===== config.mk =====
export PLATFORM = sky130hd
export DESIGN_NAME = lexs_top
export DESIGN_NICKNAME = d
export VERILOG_FILES = /design/src/logic/lexs_pkg.sv /design/src/logic/lexs_buf.sv /design/src/logic/lexs_top.sv
export SDC_FILE = /design/constraint.sdc
export NUM_CORES = 1
export LEC_CHECK = 0
export ABC_CLOCK_PERIOD_IN_PS = 4200
export BUFFER_PORTS_ARGS = -buffer_cell sky130_fd_sc_hd__buf_2
export CORE_MARGIN = 2
export CORE_UTILIZATION = 45
export DETAILED_ROUTE_END_ITERATION = 10
export HOLD_SLACK_MARGIN = 0.03
export SLEW_MARGIN = 20
export SYNTH_ARGS = -nofsm -noshare
export SYNTH_HDL_FRONTEND = slang
export SYNTH_SLANG_ARGS = --single-unit

===== constraint.sdc =====
create_clock -name clk_sys -period 4.2 [get_ports clk_sys]
set_clock_uncertainty 0.15 [all_clocks]
set_input_delay 0.42 -clock clk_sys [delete_from_list [all_inputs] [get_ports clk_sys]]
set_output_delay 0.42 -clock clk_sys [all_outputs]
set_load 0.01 [all_outputs]

===== src/logic/lexs_pkg.sv =====
/*
  lexs_pkg: constants shared by the serial LED expander slave, its
  checks and its bench. Assumes the 100 MHz system clock.
*/
package lexs_pkg;

  // pins and register file
  localparam int          NUM_PINS      = 16;
  localparam int          NUM_BLINK     = 2;
  localparam int          REG_NUM       = 10;
  localparam logic [3:0]  REG_INPUT0    = 4'h0;
  localparam logic [3:0]  REG_INPUT1    = 4'h1;
  localparam logic [3:0]  REG_PSC0      = 4'h2;
  localparam logic [3:0]  REG_DUTY0     = 4'h3;
  localparam logic [3:0]  REG_PSC1      = 4'h4;
  localparam logic [3:0]  REG_DUTY1     = 4'h5;
  localparam logic [3:0]  REG_SEL0      = 4'h6;
  localparam logic [3:0]  REG_LAST      = 4'h9;
  localparam int          PINS_PER_SEL  = 4;

  // command byte layout
  localparam int          CMD_AI_BIT    = 4;
  localparam int          CMD_PTR_MSB   = 3;

  // pin selector codes
  localparam logic [1:0]  SEL_HIZ       = 2'h0;
  localparam logic [1:0]  SEL_LOW       = 2'h1;
  localparam logic [1:0]  SEL_BLINK0    = 2'h2;
  localparam logic [1:0]  SEL_BLINK1    = 2'h3;

  // reset values
  localparam logic [7:0]  RST_PSC       = 8'h97;
  localparam logic [7:0]  RST_DUTY      = 8'h80;
  localparam logic [7:0]  RST_SEL       = 8'h00;

  // slave address: upper four bits fixed, lower three from straps
  localparam logic [3:0]  ADDR_HI       = 4'hc;
  localparam int          BITS_PER_BYTE = 8;

  // blink time base: one step of each blink counter
  localparam int          CLK_PERIOD_NS = 10;
  localparam int          BLINK_STEP_US = 1000;
  localparam int          BLINK_STEP_CYC =
    (BLINK_STEP_US * 1000) / CLK_PERIOD_NS;

  typedef enum logic [2:0] {
    ST_IDLE  = 3'h0,
    ST_ADDR  = 3'h1,
    ST_ACK   = 3'h3,
    ST_WDATA = 3'h2,
    ST_RDATA = 3'h6,
    ST_RACK  = 3'h7,
    ST_WAIT  = 3'h5
  } lexs_state_t;

endpackage


===== src/logic/lexs_buf.sv =====
/*
  lexs_buf: two-entry buffer with valid/ready on both sides and a
  synchronous flush. Read data comes out of a register-backed entry.
  Assumes one clock and a synchronous active-high reset.
*/
`timescale 1ns/1ps
module lexs_buf #(
  parameter int W = 8
) (
  input  wire logic         clk_sys,
  input  wire logic         rst,
  input  wire logic         flush,
  input  wire logic         in_valid,
  output logic              in_ready,
  input  wire logic [W-1:0] in_data,
  output logic              out_valid,
  input  wire logic         out_ready,
  output logic [W-1:0]      out_data
);

  logic [W-1:0] mem_r [2];
  logic         wr_ptr_r;
  logic         rd_ptr_r;
  logic [1:0]   count_r;
  logic         push;
  logic         pop;

  assign in_ready  = (count_r != 2'h2);
  assign out_valid = (count_r != 2'h0);
  assign out_data  = mem_r[rd_ptr_r];
  assign push      = in_valid & in_ready;
  assign pop       = out_valid & out_ready;

  always_ff @(posedge clk_sys)
  begin
    if (rst || flush)
    begin
      wr_ptr_r <= 1'b0;
      rd_ptr_r <= 1'b0;
      count_r  <= 2'h0;
    end
    else
    begin
      if (push)
        wr_ptr_r <= ~wr_ptr_r;
      if (pop)
        rd_ptr_r <= ~rd_ptr_r;
      case ({push, pop})
        2'b10:   count_r <= count_r + 2'h1;
        2'b01:   count_r <= count_r - 2'h1;
        default: count_r <= count_r;
      endcase
    end
  end

  always_ff @(posedge clk_sys)
  begin
    if (push)
      mem_r[wr_ptr_r] <= in_data;
  end

endmodule // lexs_buf


===== src/logic/lexs_top.sv =====
/*
  lexs_top: two-wire serial slave and register path of a 16-pin LED
  driver / port expander, with pin selectors and two blink generators.
  Assumes scl/sda inputs already synchronous to clk_sys; open-drain
  wires are resolved outside from the output enables.
*/
`timescale 1ns/1ps
module lexs_top
  import lexs_pkg::*;
#(
  parameter int BLINK_STEP = lexs_pkg::BLINK_STEP_CYC
) (
  input  wire logic                          clk_sys,
  input  wire logic                          rst,
  input  wire logic                          ext_reset_n,
  input  wire logic                          por_active,
  input  wire logic                          address_strap_0,
  input  wire logic                          address_strap_1,
  input  wire logic                          address_strap_2,
  input  wire logic                          scl_i,
  input  wire logic                          sda_i,
  output logic                               sda_o,
  output logic                               sda_oe,
  input  wire logic [lexs_pkg::NUM_PINS-1:0] driver_pins_i,
  output logic      [lexs_pkg::NUM_PINS-1:0] driver_pins_o,
  output logic      [lexs_pkg::NUM_PINS-1:0] driver_pins_oe
);
  import lexs_pkg::*;

  lexs_state_t          state_r;
  logic                 rst_all;
  logic                 scl_q_r, sda_q_r;
  logic                 start_ev, stop_ev, scl_rise, scl_fall, byte_done;
  logic [3:0]           bitcnt_r, ptr_r, fetch_ptr_r;
  logic [7:0]           shift_r, tx_r;
  logic                 rw_r, cmd_seen_r, ai_r, mack_r;
  logic                 sda_oe_r, sda_o_r;
  logic [7:0]           regs_r [REG_NUM];
  logic                 wr_stb, cap_stb, pop_stb, fetch_en;
  logic                 buf_in_ready, buf_out_valid;
  logic [7:0]           buf_out_data, fetch_data;
  logic                 addr_hit;
  logic [NUM_PINS-1:0]  pin_oe_r, pin_o_r;
  logic [31:0]          step_cnt_r;
  logic                 step_r;
  logic [7:0]           blink_cnt_r [NUM_BLINK];
  logic [NUM_BLINK-1:0] blink_on_r;

  // external reset pin folded into the synchronous reset
  // power-on indication holds everything in reset
  assign rst_all = rst | ~ext_reset_n | por_active;

  function automatic logic [3:0] ptr_inc(input logic [3:0] p);
    ptr_inc = (p >= REG_LAST) ? 4'h0 : p + 4'h1;
  endfunction

  function automatic logic [7:0] reg_reset(input int idx);
    if (idx == int'(REG_PSC0) || idx == int'(REG_PSC1))
      reg_reset = RST_PSC;
    else if (idx == int'(REG_DUTY0) || idx == int'(REG_DUTY1))
      reg_reset = RST_DUTY;
    else
      reg_reset = RST_SEL;
  endfunction

  // line sampling; inputs are synchronous, so one stage suffices
  // reset parks the samplers at the idle level, so no false edge follows
  always_ff @(posedge clk_sys)
  begin
    scl_q_r <= rst_all | scl_i;
    sda_q_r <= rst_all | sda_i;
  end

  assign start_ev  = scl_q_r & scl_i & sda_q_r & ~sda_i;
  assign stop_ev   = scl_q_r & scl_i & ~sda_q_r & sda_i;
  assign scl_rise  = ~scl_q_r & scl_i;
  assign scl_fall  = scl_q_r & ~scl_i;
  assign byte_done = scl_fall & (bitcnt_r == 4'(BITS_PER_BYTE));

  // low address bits from the straps
  assign addr_hit = (shift_r[7:1] == {ADDR_HI, address_strap_2,
                                      address_strap_1, address_strap_0});

  assign wr_stb   = (state_r == ST_WDATA) & byte_done & cmd_seen_r;
  // input capture on the falling edge of every acknowledge clock
  assign cap_stb  = scl_fall & ((state_r == ST_ACK) | (state_r == ST_RACK));
  // next byte is taken only after an acknowledge
  assign pop_stb  = scl_fall & (((state_r == ST_ACK) & rw_r) |
                                ((state_r == ST_RACK) & mack_r));
  assign fetch_en = rw_r & ((state_r == ST_ACK) | (state_r == ST_RDATA) |
                            (state_r == ST_RACK));
  assign fetch_data = (fetch_ptr_r <= REG_LAST) ? regs_r[fetch_ptr_r]
                                                : 8'h00;

  // serial protocol state machine
  always_ff @(posedge clk_sys)
  begin
    if (rst_all)
    begin
      state_r    <= ST_IDLE;
      bitcnt_r   <= 4'h0;
      shift_r    <= 8'h00;
      tx_r       <= 8'hff;
      rw_r       <= 1'b0;
      cmd_seen_r <= 1'b0;
      ai_r       <= 1'b0;
      mack_r     <= 1'b0;
      ptr_r      <= 4'h0;
      sda_oe_r   <= 1'b0;
    end
    else if (start_ev)
    begin
      state_r    <= ST_ADDR;
      bitcnt_r   <= 4'h0;
      cmd_seen_r <= 1'b0;
      rw_r       <= 1'b0;
      sda_oe_r   <= 1'b0;
    end
    else if (stop_ev)
    begin
      // stop returns the slave to standby
      state_r  <= ST_IDLE;
      rw_r     <= 1'b0;
      sda_oe_r <= 1'b0;
    end
    else
    begin
      case (state_r)
        ST_ADDR, ST_WDATA:
        begin
          if (scl_rise)
          begin
            shift_r  <= {shift_r[6:0], sda_i};
            bitcnt_r <= bitcnt_r + 4'h1;
          end
          else if (byte_done)
          begin
            if (state_r == ST_ADDR)
            begin
              if (addr_hit)
              begin
                rw_r     <= shift_r[0];
                state_r  <= ST_ACK;
                sda_oe_r <= 1'b1;
              end
              else
                state_r <= ST_WAIT;
            end
            else
            begin
              // first written byte is the command
              if (!cmd_seen_r)
              begin
                cmd_seen_r <= 1'b1;
                ptr_r      <= shift_r[CMD_PTR_MSB:0];
                ai_r       <= shift_r[CMD_AI_BIT];
              end
              else if (ai_r)
                ptr_r <= ptr_inc(ptr_r);
              state_r  <= ST_ACK;
              sda_oe_r <= 1'b1;
            end
          end
        end
        ST_ACK:
        begin
          // low held from one scl fall to the next
          if (scl_fall)
          begin
            bitcnt_r <= 4'h0;
            if (rw_r)
            begin
              tx_r     <= buf_out_valid ? buf_out_data : 8'hff;
              sda_oe_r <= buf_out_valid & ~buf_out_data[7];
              state_r  <= ST_RDATA;
            end
            else
            begin
              sda_oe_r <= 1'b0;
              state_r  <= ST_WDATA;
            end
          end
        end
        ST_RDATA:
        begin
          if (scl_fall)
          begin
            bitcnt_r <= bitcnt_r + 4'h1;
            // release the line after the eighth bit
            if (bitcnt_r == 4'(BITS_PER_BYTE - 1))
            begin
              sda_oe_r <= 1'b0;
              state_r  <= ST_RACK;
            end
            else
            begin
              tx_r     <= {tx_r[6:0], 1'b1};
              sda_oe_r <= ~tx_r[6];
            end
          end
        end
        ST_RACK:
        begin
          // sample master acknowledge on the ninth rise
          if (scl_rise)
            mack_r <= ~sda_i;
          else if (scl_fall)
          begin
            bitcnt_r <= 4'h0;
            if (mack_r)
            begin
              tx_r     <= buf_out_valid ? buf_out_data : 8'hff;
              sda_oe_r <= buf_out_valid & ~buf_out_data[7];
              state_r  <= ST_RDATA;
            end
            else
              state_r <= ST_WAIT;
          end
        end
        ST_IDLE, ST_WAIT:
          sda_oe_r <= 1'b0;
        default:
        begin
          state_r  <= ST_IDLE;
          sda_oe_r <= 1'b0;
        end
      endcase
    end
  end

  // read prefetch pointer: copies the command pointer at each start
  always_ff @(posedge clk_sys)
  begin
    if (rst_all)
      fetch_ptr_r <= 4'h0;
    else if (start_ev)
      fetch_ptr_r <= ptr_r;
    // walk registers only with auto-increment set
    else if (fetch_en && buf_in_ready && ai_r)
      fetch_ptr_r <= ptr_inc(fetch_ptr_r);
  end

  // flushed on start/stop so a new read never sees stale bytes
  lexs_buf #(.W (8)) u_rdbuf (
    .clk_sys   (clk_sys),
    .rst       (rst_all),
    .flush     (start_ev | stop_ev),
    .in_valid  (fetch_en),
    .in_ready  (buf_in_ready),
    .in_data   (fetch_data),
    .out_valid (buf_out_valid),
    .out_ready (pop_stb),
    .out_data  (buf_out_data)
  );

  // register file; input registers are never written from the bus
  always_ff @(posedge clk_sys)
  begin
    if (rst_all)
    begin
      for (int i = 0; i < REG_NUM; i++)
        regs_r[i] <= reg_reset(i);
    end
    else
    begin
      // input registers follow pins regardless of selector
      if (cap_stb)
      begin
        regs_r[REG_INPUT0] <= driver_pins_i[7:0];
        regs_r[REG_INPUT1] <= driver_pins_i[15:8];
      end
      if (wr_stb && ptr_r >= REG_PSC0 && ptr_r <= REG_LAST)
        regs_r[ptr_r] <= shift_r;
    end
  end

  // blink time base divider
  always_ff @(posedge clk_sys)
  begin
    if (rst_all || step_cnt_r >= 32'(BLINK_STEP - 1))
      step_cnt_r <= 32'h0;
    else
      step_cnt_r <= step_cnt_r + 32'h1;
    step_r <= ~rst_all & (step_cnt_r >= 32'(BLINK_STEP - 1));
  end

  // two independent blink generators, period and duty from regs
  for (genvar g = 0; g < NUM_BLINK; g++)
  begin : g_blink
    localparam logic [3:0] PSC_IDX  = REG_PSC0 + 4'(2 * g);
    localparam logic [3:0] DUTY_IDX = REG_DUTY0 + 4'(2 * g);
    always_ff @(posedge clk_sys)
    begin
      if (rst_all)
      begin
        blink_cnt_r[g] <= 8'h00;
        blink_on_r[g]  <= 1'b0;
      end
      else
      begin
        if (step_r)
          blink_cnt_r[g] <= (blink_cnt_r[g] >= regs_r[PSC_IDX]) ? 8'h00
                            : blink_cnt_r[g] + 8'h01;
        blink_on_r[g] <= (blink_cnt_r[g] < regs_r[DUTY_IDX]);
      end
    end
  end

  // sixteen pins, each with its own selector field
  always_ff @(posedge clk_sys)
  begin
    pin_o_r <= '0;
    sda_o_r <= 1'b0;
    if (rst_all)
      pin_oe_r <= '0;
    else
    begin
      for (int i = 0; i < NUM_PINS; i++)
      begin
        case (regs_r[REG_SEL0 + 4'(i / PINS_PER_SEL)]
                    [(i % PINS_PER_SEL) * 2 +: 2])
          SEL_HIZ:    pin_oe_r[i] <= 1'b0;
          SEL_LOW:    pin_oe_r[i] <= 1'b1;
          SEL_BLINK0: pin_oe_r[i] <= blink_on_r[0];
          SEL_BLINK1: pin_oe_r[i] <= blink_on_r[1];
          default:    pin_oe_r[i] <= 1'b0;
        endcase
      end
    end
  end

  assign driver_pins_o  = pin_o_r;
  assign driver_pins_oe = pin_oe_r;
  assign sda_o          = sda_o_r;
  assign sda_oe         = sda_oe_r;

endmodule // lexs_top


==> results of run 1 <==
## layout by cell type (no fill, tap or decap), drive strengths merged, types with 22 or more instances in the layout
| cell | count |
|---|---|
| a21oi | 38 |
| and2 | 22 |
| and3 | 23 |
| buf | 56 |
| clkbuf | 42 |
| conb | 64 |
| dfxtp | 97 |
| edfxtp | 160 |
| ha | 43 |
| inv | 67 |
| mux4 | 40 |
| nand2 | 66 |
| nand3 | 30 |
| nor2 | 99 |
| o21ai | 50 |
## flip-flops by register name, indices dropped and copies added (netlist names), named ones only
name,cells
regs_r,128
step_cnt_r,32
blink_cnt_r,16
driver_pins_oe,16
u_rdbuf.mem_r,16
shift_r,8
tx_r,7
bitcnt_r,4
fetch_ptr_r,4
ptr_r,4
state_r,3
blink_on_r,2
u_rdbuf.count_r,2
ai_r,1
cmd_seen_r,1
mack_r,1
rw_r,1
scl_q_r,1
sda_oe,1
sda_q_r,1
step_r,1
u_rdbuf.rd_ptr_r,1
u_rdbuf.wr_ptr_r,1
## stage by stage
stage	total power [mW]	hold WS (ns)	setup slack, ns	area, µm²
floorplan	2.96	0.280	1.27	12500
global placement	3.02	0.299	0.908	12800
detailed placement	3.03	0.308	0.825	12800
CTS	5.40	0.0316	0.819	13800
global route	5.52	0.0453	0.525	13800
finish	5.35	0.0443	0.743	13900
## Yosys cell counts (23+ instances only)
cell / count / area share, %
edfxtp_1: 160 / 39
dfxtp_1: 97 / 16
nor2_1: 91 / 2.8
inv_1: 66 / 2.0
nand2_1: 65 / 2.0
o21ai_0: 49 / 2.0
ha_1: 43 / 4.4
mux4_2: 40 / 7.4
a21oi_1: 38 / 1.6
nand3_1: 30 / 1.2
clkbuf_1: 27 / 0.83
and3_1: 23 / 1.2
## area by class of cell
| type | instances | share of cell area [%] |
|---|---|---|
| Sequential cell | 257 | 48.7 |
| Multi-Input combinational cell | 720 | 36.8 |
| Clock buffer | 42 | 5.97 |
| Timing Repair Buffer | 67 | 3.09 |
| Tap cell | 341 | 3.08 |
| Inverter | 67 | 1.82 |
| Clock inverter | 10 | 0.524 |
| Antenna cell | 1 | 0.0181 |
## report_power, final
part	switching [mW]	internal [mW]
combinational	0.111	0.0920
clock	1.00	1.37
sequential	0.0482	2.73
total	1.16	4.19
## per-layer routing
| metal | track usage (%) | part of all wire [%] |
|---|---|---|
| met1 | 28.2 | 45 |
| met2 | 32.3 | 46 |
| met3 | 3.13 | 5.2 |
| met4 | 6.45 | 3.2 |
| met5 | 0 | 0.095 |
## worst paths after layout
check / slack, ns / end / cells past startpoint / from
max: 0.74 / regs_r[3][0] / 8 / ptr_r[0]
min reg2reg: 0.32 / step_cnt_r[0] / 1 / step_cnt_r[0]
min: 0.04 / scl_q_r / 2 / scl_i
max reg2reg: 0.74 / regs_r[3][0] / 8 / ptr_r[0]
## worst reg2reg max path, delay by kind of cell, from the launching register on
family,cells,cell delay [ns]
buffers and inverters,2,0.61
AND/OR/NAND/NOR,3,1.20
adder cells (fa/ha/maj),1,0.23
flip-flops,1,0.51
AO/OA/AOI/OAI,2,0.46
## cells by family (layout without fill, tap and decap cells)
| group | Yosys count | count (layout) | synth area share [%] |
|---|---|---|---|
| buffers and inverters | 135 | 186 | 5.23 |
| adder cells (fa/ha/maj) | 43 | 43 | 4.40 |
| XOR/XNOR | 37 | 37 | 2.65 |
| multiplexers | 62 | 62 | 9.18 |
| flip-flops | 257 | 257 | 55.1 |
| AO/OA/AOI/OAI | 161 | 161 | 8.39 |
| AND/OR/NAND/NOR | 353 | 353 | 15.0 |
| other | 1 | 65 | 0.0306 |
==> results by group, run 1 <==
Clock tree
  – Post-cts hold buffer count: 11
  – CTS Sinks: 257
  – Clock Pin Slew Worst Setup and Hold Paths: 0.06 ns
  – CTS Buf Count: 28
  – Worst-Skew Late Latency: about 0.56 ns
  – CTS H-tree lvls: 1
  – Max clock buf depth: 3
  – Root buffer cell: clkbuf_16
  – Cts repair resizes: 0
  – Setup bufs post-CTS: 0
  – CTS tree: built

Timing
  – RSZ-0062 raised after global routing: false
  – Slew Limit Fails: 0
  – Minimum clock period: 3.46 ns
  – Total negative setup slack: 0 ns
  – Max-slew headroom: 41.1%
  – Final setup viols: 0
  – Fmax: 0.289 GHz
  – Worst slew pin tran: 0.882 ns
  – Fin crit share: 82.3%
  – Final Hold Viols: 0

GRT
  – GRT Total Usage: 20.1%
  – Initial antenna violation count: 2
  – Remaining Overflow, GRT: 0
  – Vias in the first global route: 7948
  – First-pass GRT wire length: 44.6 mm
  – Largest net degree at the start of global routing: 39

Yosys
  – Synthesized instance count: 1049
  – Syn Area/Cell: around 12 µm²
  – Synth unique cells: 66
  – Yosys Warn Count: 0
  – Post-synthesis sequential area ratio: 55.1%
  – Number of synthesized flops with an enable pin: 160
  – Most common flop cell mapped by yosys: edfxtp_1
  – Mapped Area: 12200 µm²
  – Synth async-reset ratio: 0%
  – Flops & latches, synth: 257

Die
  – Core footprint: 26800 µm²
  – Starting density of the core: 45.7%
  – Row cnt: 60
  – Die ar.: 28500 µm²
  – Die height: 169 µm
  – Boundary Pins: 59
  – Width of the die: 169 µm

Placed design
  – Placed insts: 1441
  – RD Place Congestion: 0.853
  – Buffers on Ports: 41
  – Hpwl dp: just under 20 mm

Route
  – DR WL/cell: around 19 µm
  – Aggregate routed wire length: between 20 and 30 mm
  – # DRC: 0
  – Routed vias/inst: 5.46
  – Final ANT Viol Nets: 0
  – Via count: 8218
  – Router iterations before antenna repair: 4
  – DRT iter0 DRCs: 588

Pwr
  – Worst VDD drop: 328 µV
  – Pwr dens: a little under 400 nW/µm²
  – P_leak: 5.08 nW

Finish
  – P&R area growth vs syn: 13.2%
  – Seq. cell area: about 6700 µm²
  – Core Util, Final: 51.7%
  – Layout cells sized above 1: between 10 and 15%
  – Post-route insts no fill: 1505
  – Final Net Count: roughly 1200
  – Fillers: ~2400
  – Multi-input logic area: 5090 µm²

Flow run
  – Max-cap violations: 0

Worst setup path
  – CP endpoint kind: register
  – Crit Path Class: reg -> reg
  – Critical path's largest stage delay: between 0.7 and 0.8 ns
  – Critical Path RT: between 4 and 5 ns
  – Arr. time, crit path: approximately 3.6 ns
  – Crit-path max FO: 22
  – WP buf/inv: 2
  – Worst-path cell chain: inv_1 > ha_1 > nor2_1 > o22ai_2 > and4_1 > nand2_2 > o21ai_0 > buf_4
  – Top delay family on crit path: simple AND/OR/NAND/NOR gates
  – Critical-path top delay cell: and4_1
  – Startpoint Class: register

Min path
  – Hold Crit Class: in -> reg

Status
  – Outcome: completed
Power figures use the tool's default switching activity.
==> inputs of run 2 (changes only) <==
--- a/config.mk
+++ b/config.mk
@@ -5,7 +5,7 @@
 export SDC_FILE = /design/constraint.sdc
 export NUM_CORES = 1
 export LEC_CHECK = 0
-export ABC_CLOCK_PERIOD_IN_PS = 4200
+export ABC_CLOCK_PERIOD_IN_PS = 3500
 export BUFFER_PORTS_ARGS = -buffer_cell sky130_fd_sc_hd__buf_2
 export CORE_MARGIN = 2
 export CORE_UTILIZATION = 45
==> constraint.sdc (replaced) <==
create_clock -name clk_sys -period 3.5 [get_ports clk_sys]
set_clock_uncertainty 0.15 [all_clocks]
set_input_delay 0.35 -clock clk_sys [delete_from_list [all_inputs] [get_ports clk_sys]]
set_output_delay 0.35 -clock clk_sys [all_outputs]
set_load 0.01 [all_outputs]
==> results by group, run 2 (synthesis results as in run 1) <==
Status
  – Outcome: completed

Worst setup path
  – Origin of the critical flop-to-flop path: scl_q_r
  – Startpoint Class: input port
  – Arr. time, crit path: 2.97 ns
  – Crit Path Class: in -> reg
  – CP endpoint kind: register
  – FF-to-FF setup slack: 0.63 ns
  – WP buf/inv: 3
  – Top delay family on crit path: simple AND/OR/NAND/NOR gates
  – Critical path's largest stage delay: approximately 0.55 ns
  – Critical Path RT: between 3 and 4 ns
  – Crit-path max FO: 19
  – Worst-path cell chain: dlygate4sd3_1 > buf_2 > and3b_1 > and3_1 > and4_1 > nand2_2 > o21ai_0 > buf_4
  – Reg2reg end: regs_r[2][1]
  – Critical-path top delay cell: and4_1
  – Reg2Reg Depth: 6

Finish
  – Final Net Count: 1222
  – Layout cells sized above 1: 14.7%
  – P&R area growth vs syn: 14.3%
  – Fillers: about 2400
  – Diodes inserted: 0
  – Top reg by flops: regs_r
  – Final non-filler cell area: 14000 µm²
  – Most frequent cells in the layout: edfxtp_1 (160), dfxtp_1 (96), nor2_1 (91)
  – Commonest non-fill, non-tap cell in the layout: edfxtp_1
  – Max reg flops: 128
  – Biggest regs: regs_r: 128 flops, step_cnt_r: 32 flops

Clock tree
  – CTS Buf Count: 28
  – CTS tree: built
  – Setup bufs post-CTS: 0
  – Max clock buf depth: 3
  – Root buffer cell: clkbuf_16
  – Clock Pin Slew Worst Setup and Hold Paths: around 0.060 ns
  – CTS Sinks: 257
  – Worst-Skew Late Latency: 0.56 ns
  – CTS H-tree lvls: 1

Timing
  – Max-slew headroom: 43.8%
  – Fin crit share: 82.0%
  – Final Hold Viols: 0
  – Minimum clock period: 2.87 ns
  – RSZ-0062 raised after global routing: false
  – Worst slew pin tran: 0.835 ns
  – Fmax: 0.348 GHz
  – Total negative setup slack: 0 ns
  – Final setup viols: 0
  – Hold Slack: 0.176 ns
  – Slew Limit Fails: 0

Route
  – DR WL/cell: ~19 µm
  – DRT iter0 DRCs: 631
  – Routed vias/inst: ~5.4
  – Aggregate routed wire length: 29.0 mm
  – # DRC: 0
  – Final ANT Viol Nets: 0
  – Router iterations before antenna repair: 5
  – Via count: between 8000 and 9000

Pwr
  – Pwr Total: 6.42 mW
  – Logic gate share of total power: 4.0%
  – Pwr dens: roughly 460 nW/µm²
  – Net load switching power: 1.43 mW
  – Sw Share: between 20 and 25%
  – Worst VDD drop: 378 µV
  – Clk network pwr share: 44.0%
  – P_int: 5.00 mW
  – P_leak: 5.13 nW
  – Flop pwr share: a little over half

Die
  – Row cnt: 60
  – Starting density of the core: 45.7%
  – Width of the die: approximately 170 µm
  – Die ar.: around 29000 µm²
  – Die height: 169 µm
  – Boundary Pins: between 50 and 60
  – Core footprint: 26800 µm²

Placed design
  – Hpwl dp: 20.1 mm
  – Buffers on Ports: 41
  – RD Place Congestion: 0.884
  – Cell Area, Placed: 12900 µm²

GRT
  – Initial antenna violation count: 0
  – Vias in the first global route: 7913
  – Remaining Overflow, GRT: 0
  – GRT Total Usage: 20.5%
  – First-pass GRT wire length: 45.5 mm
  – Largest net degree at the start of global routing: 38

Min path
  – Hold Path Depth: 4
  – Worst hold path startpoint: por_active
  – Hold Crit Class: in -> reg
  – Hold endpoint: sda_q_r

Flow run
  – Max-cap violations: 0
## run 2: stage by stage
| step | util (%) | instances | setup WS (ns) |
|---|---|---|---|
| after CTS | 52.2 | 1517 | 0.667 |
| after detailed placement | 48.2 | 1447 | 0.662 |
| after global placement | 48.2 | 1447 | 0.731 |
| after floorplan | - | 1112 | 0.574 |
| after global routing | 52.2 | 1517 | 0.449 |
| final | 52.2 | 1517 | 0.628 |
## run 2: power groups by stage
stage | clock network (mW) | logic (mW) | registers, mW
6_report | 2.83 | 0.257 | 3.34
5_1_grt | 3.01 | 0.283 | 3.35
4_1_cts | 2.89 | 0.253 | 3.34
3_5_place_dp | 0 | 0.236 | 3.40
3_3_place_gp | 0 | 0.234 | 3.40
2_1_floorplan | 0 | 0.177 | 3.37
## run 2: how the worst max path moves through the flow
stage	end	start	cells past startpoint
2_1_floorplan	regs_r[6][0]	ptr_r[0]	10
3_3_place_gp	regs_r[6][4]	scl_i	7
3_5_place_dp	regs_r[6][0]	scl_i	7
4_1_cts	regs_r[6][0]	scl_q_r	6
5_1_grt	regs_r[6][0]	scl_q_r	6
6_report	regs_r[2][1]	scl_i	8
## run 2: final cells by class
type                       count  area, µm²  area share, %
timing repair buffer          80        568           4.06
clock inverter                19        161           1.15
sequential                   257       6750           48.2
multi-input combinational    720       5090           36.4
inverter                      67        251           1.80
tap                          341        427           3.05
clock buffer                  33        739           5.29
## run 2: worst reg2reg max path, cell delays in order, from the launching register on
cell	delay, ns
dfxtp_1	0.52
and3b_1	0.27
and3_1	0.26
and4_1	0.55
nand2_2	0.35
o21ai_0	0.24
buf_4	0.21
## run 2: routing by layer
metal / share of wire (%) / vias up / track usage (%)
li1: - / 3936 / -
met1: 46 / 3980 / 29.3
met2: 45 / 294 / 32.0
met3: 6.3 / 48 / 3.51
met4: 2.9 / 0 / 6.78
met5: 0 / - / 0
## run 2: what timing repair did
| action | 4_1_cts | 5_1_grt |
|---|---|---|
| resized for setup | 0 | 0 |
| hold buffers | 18 | 0 |
| endpoints found under the hold margin | 19 | 0 |
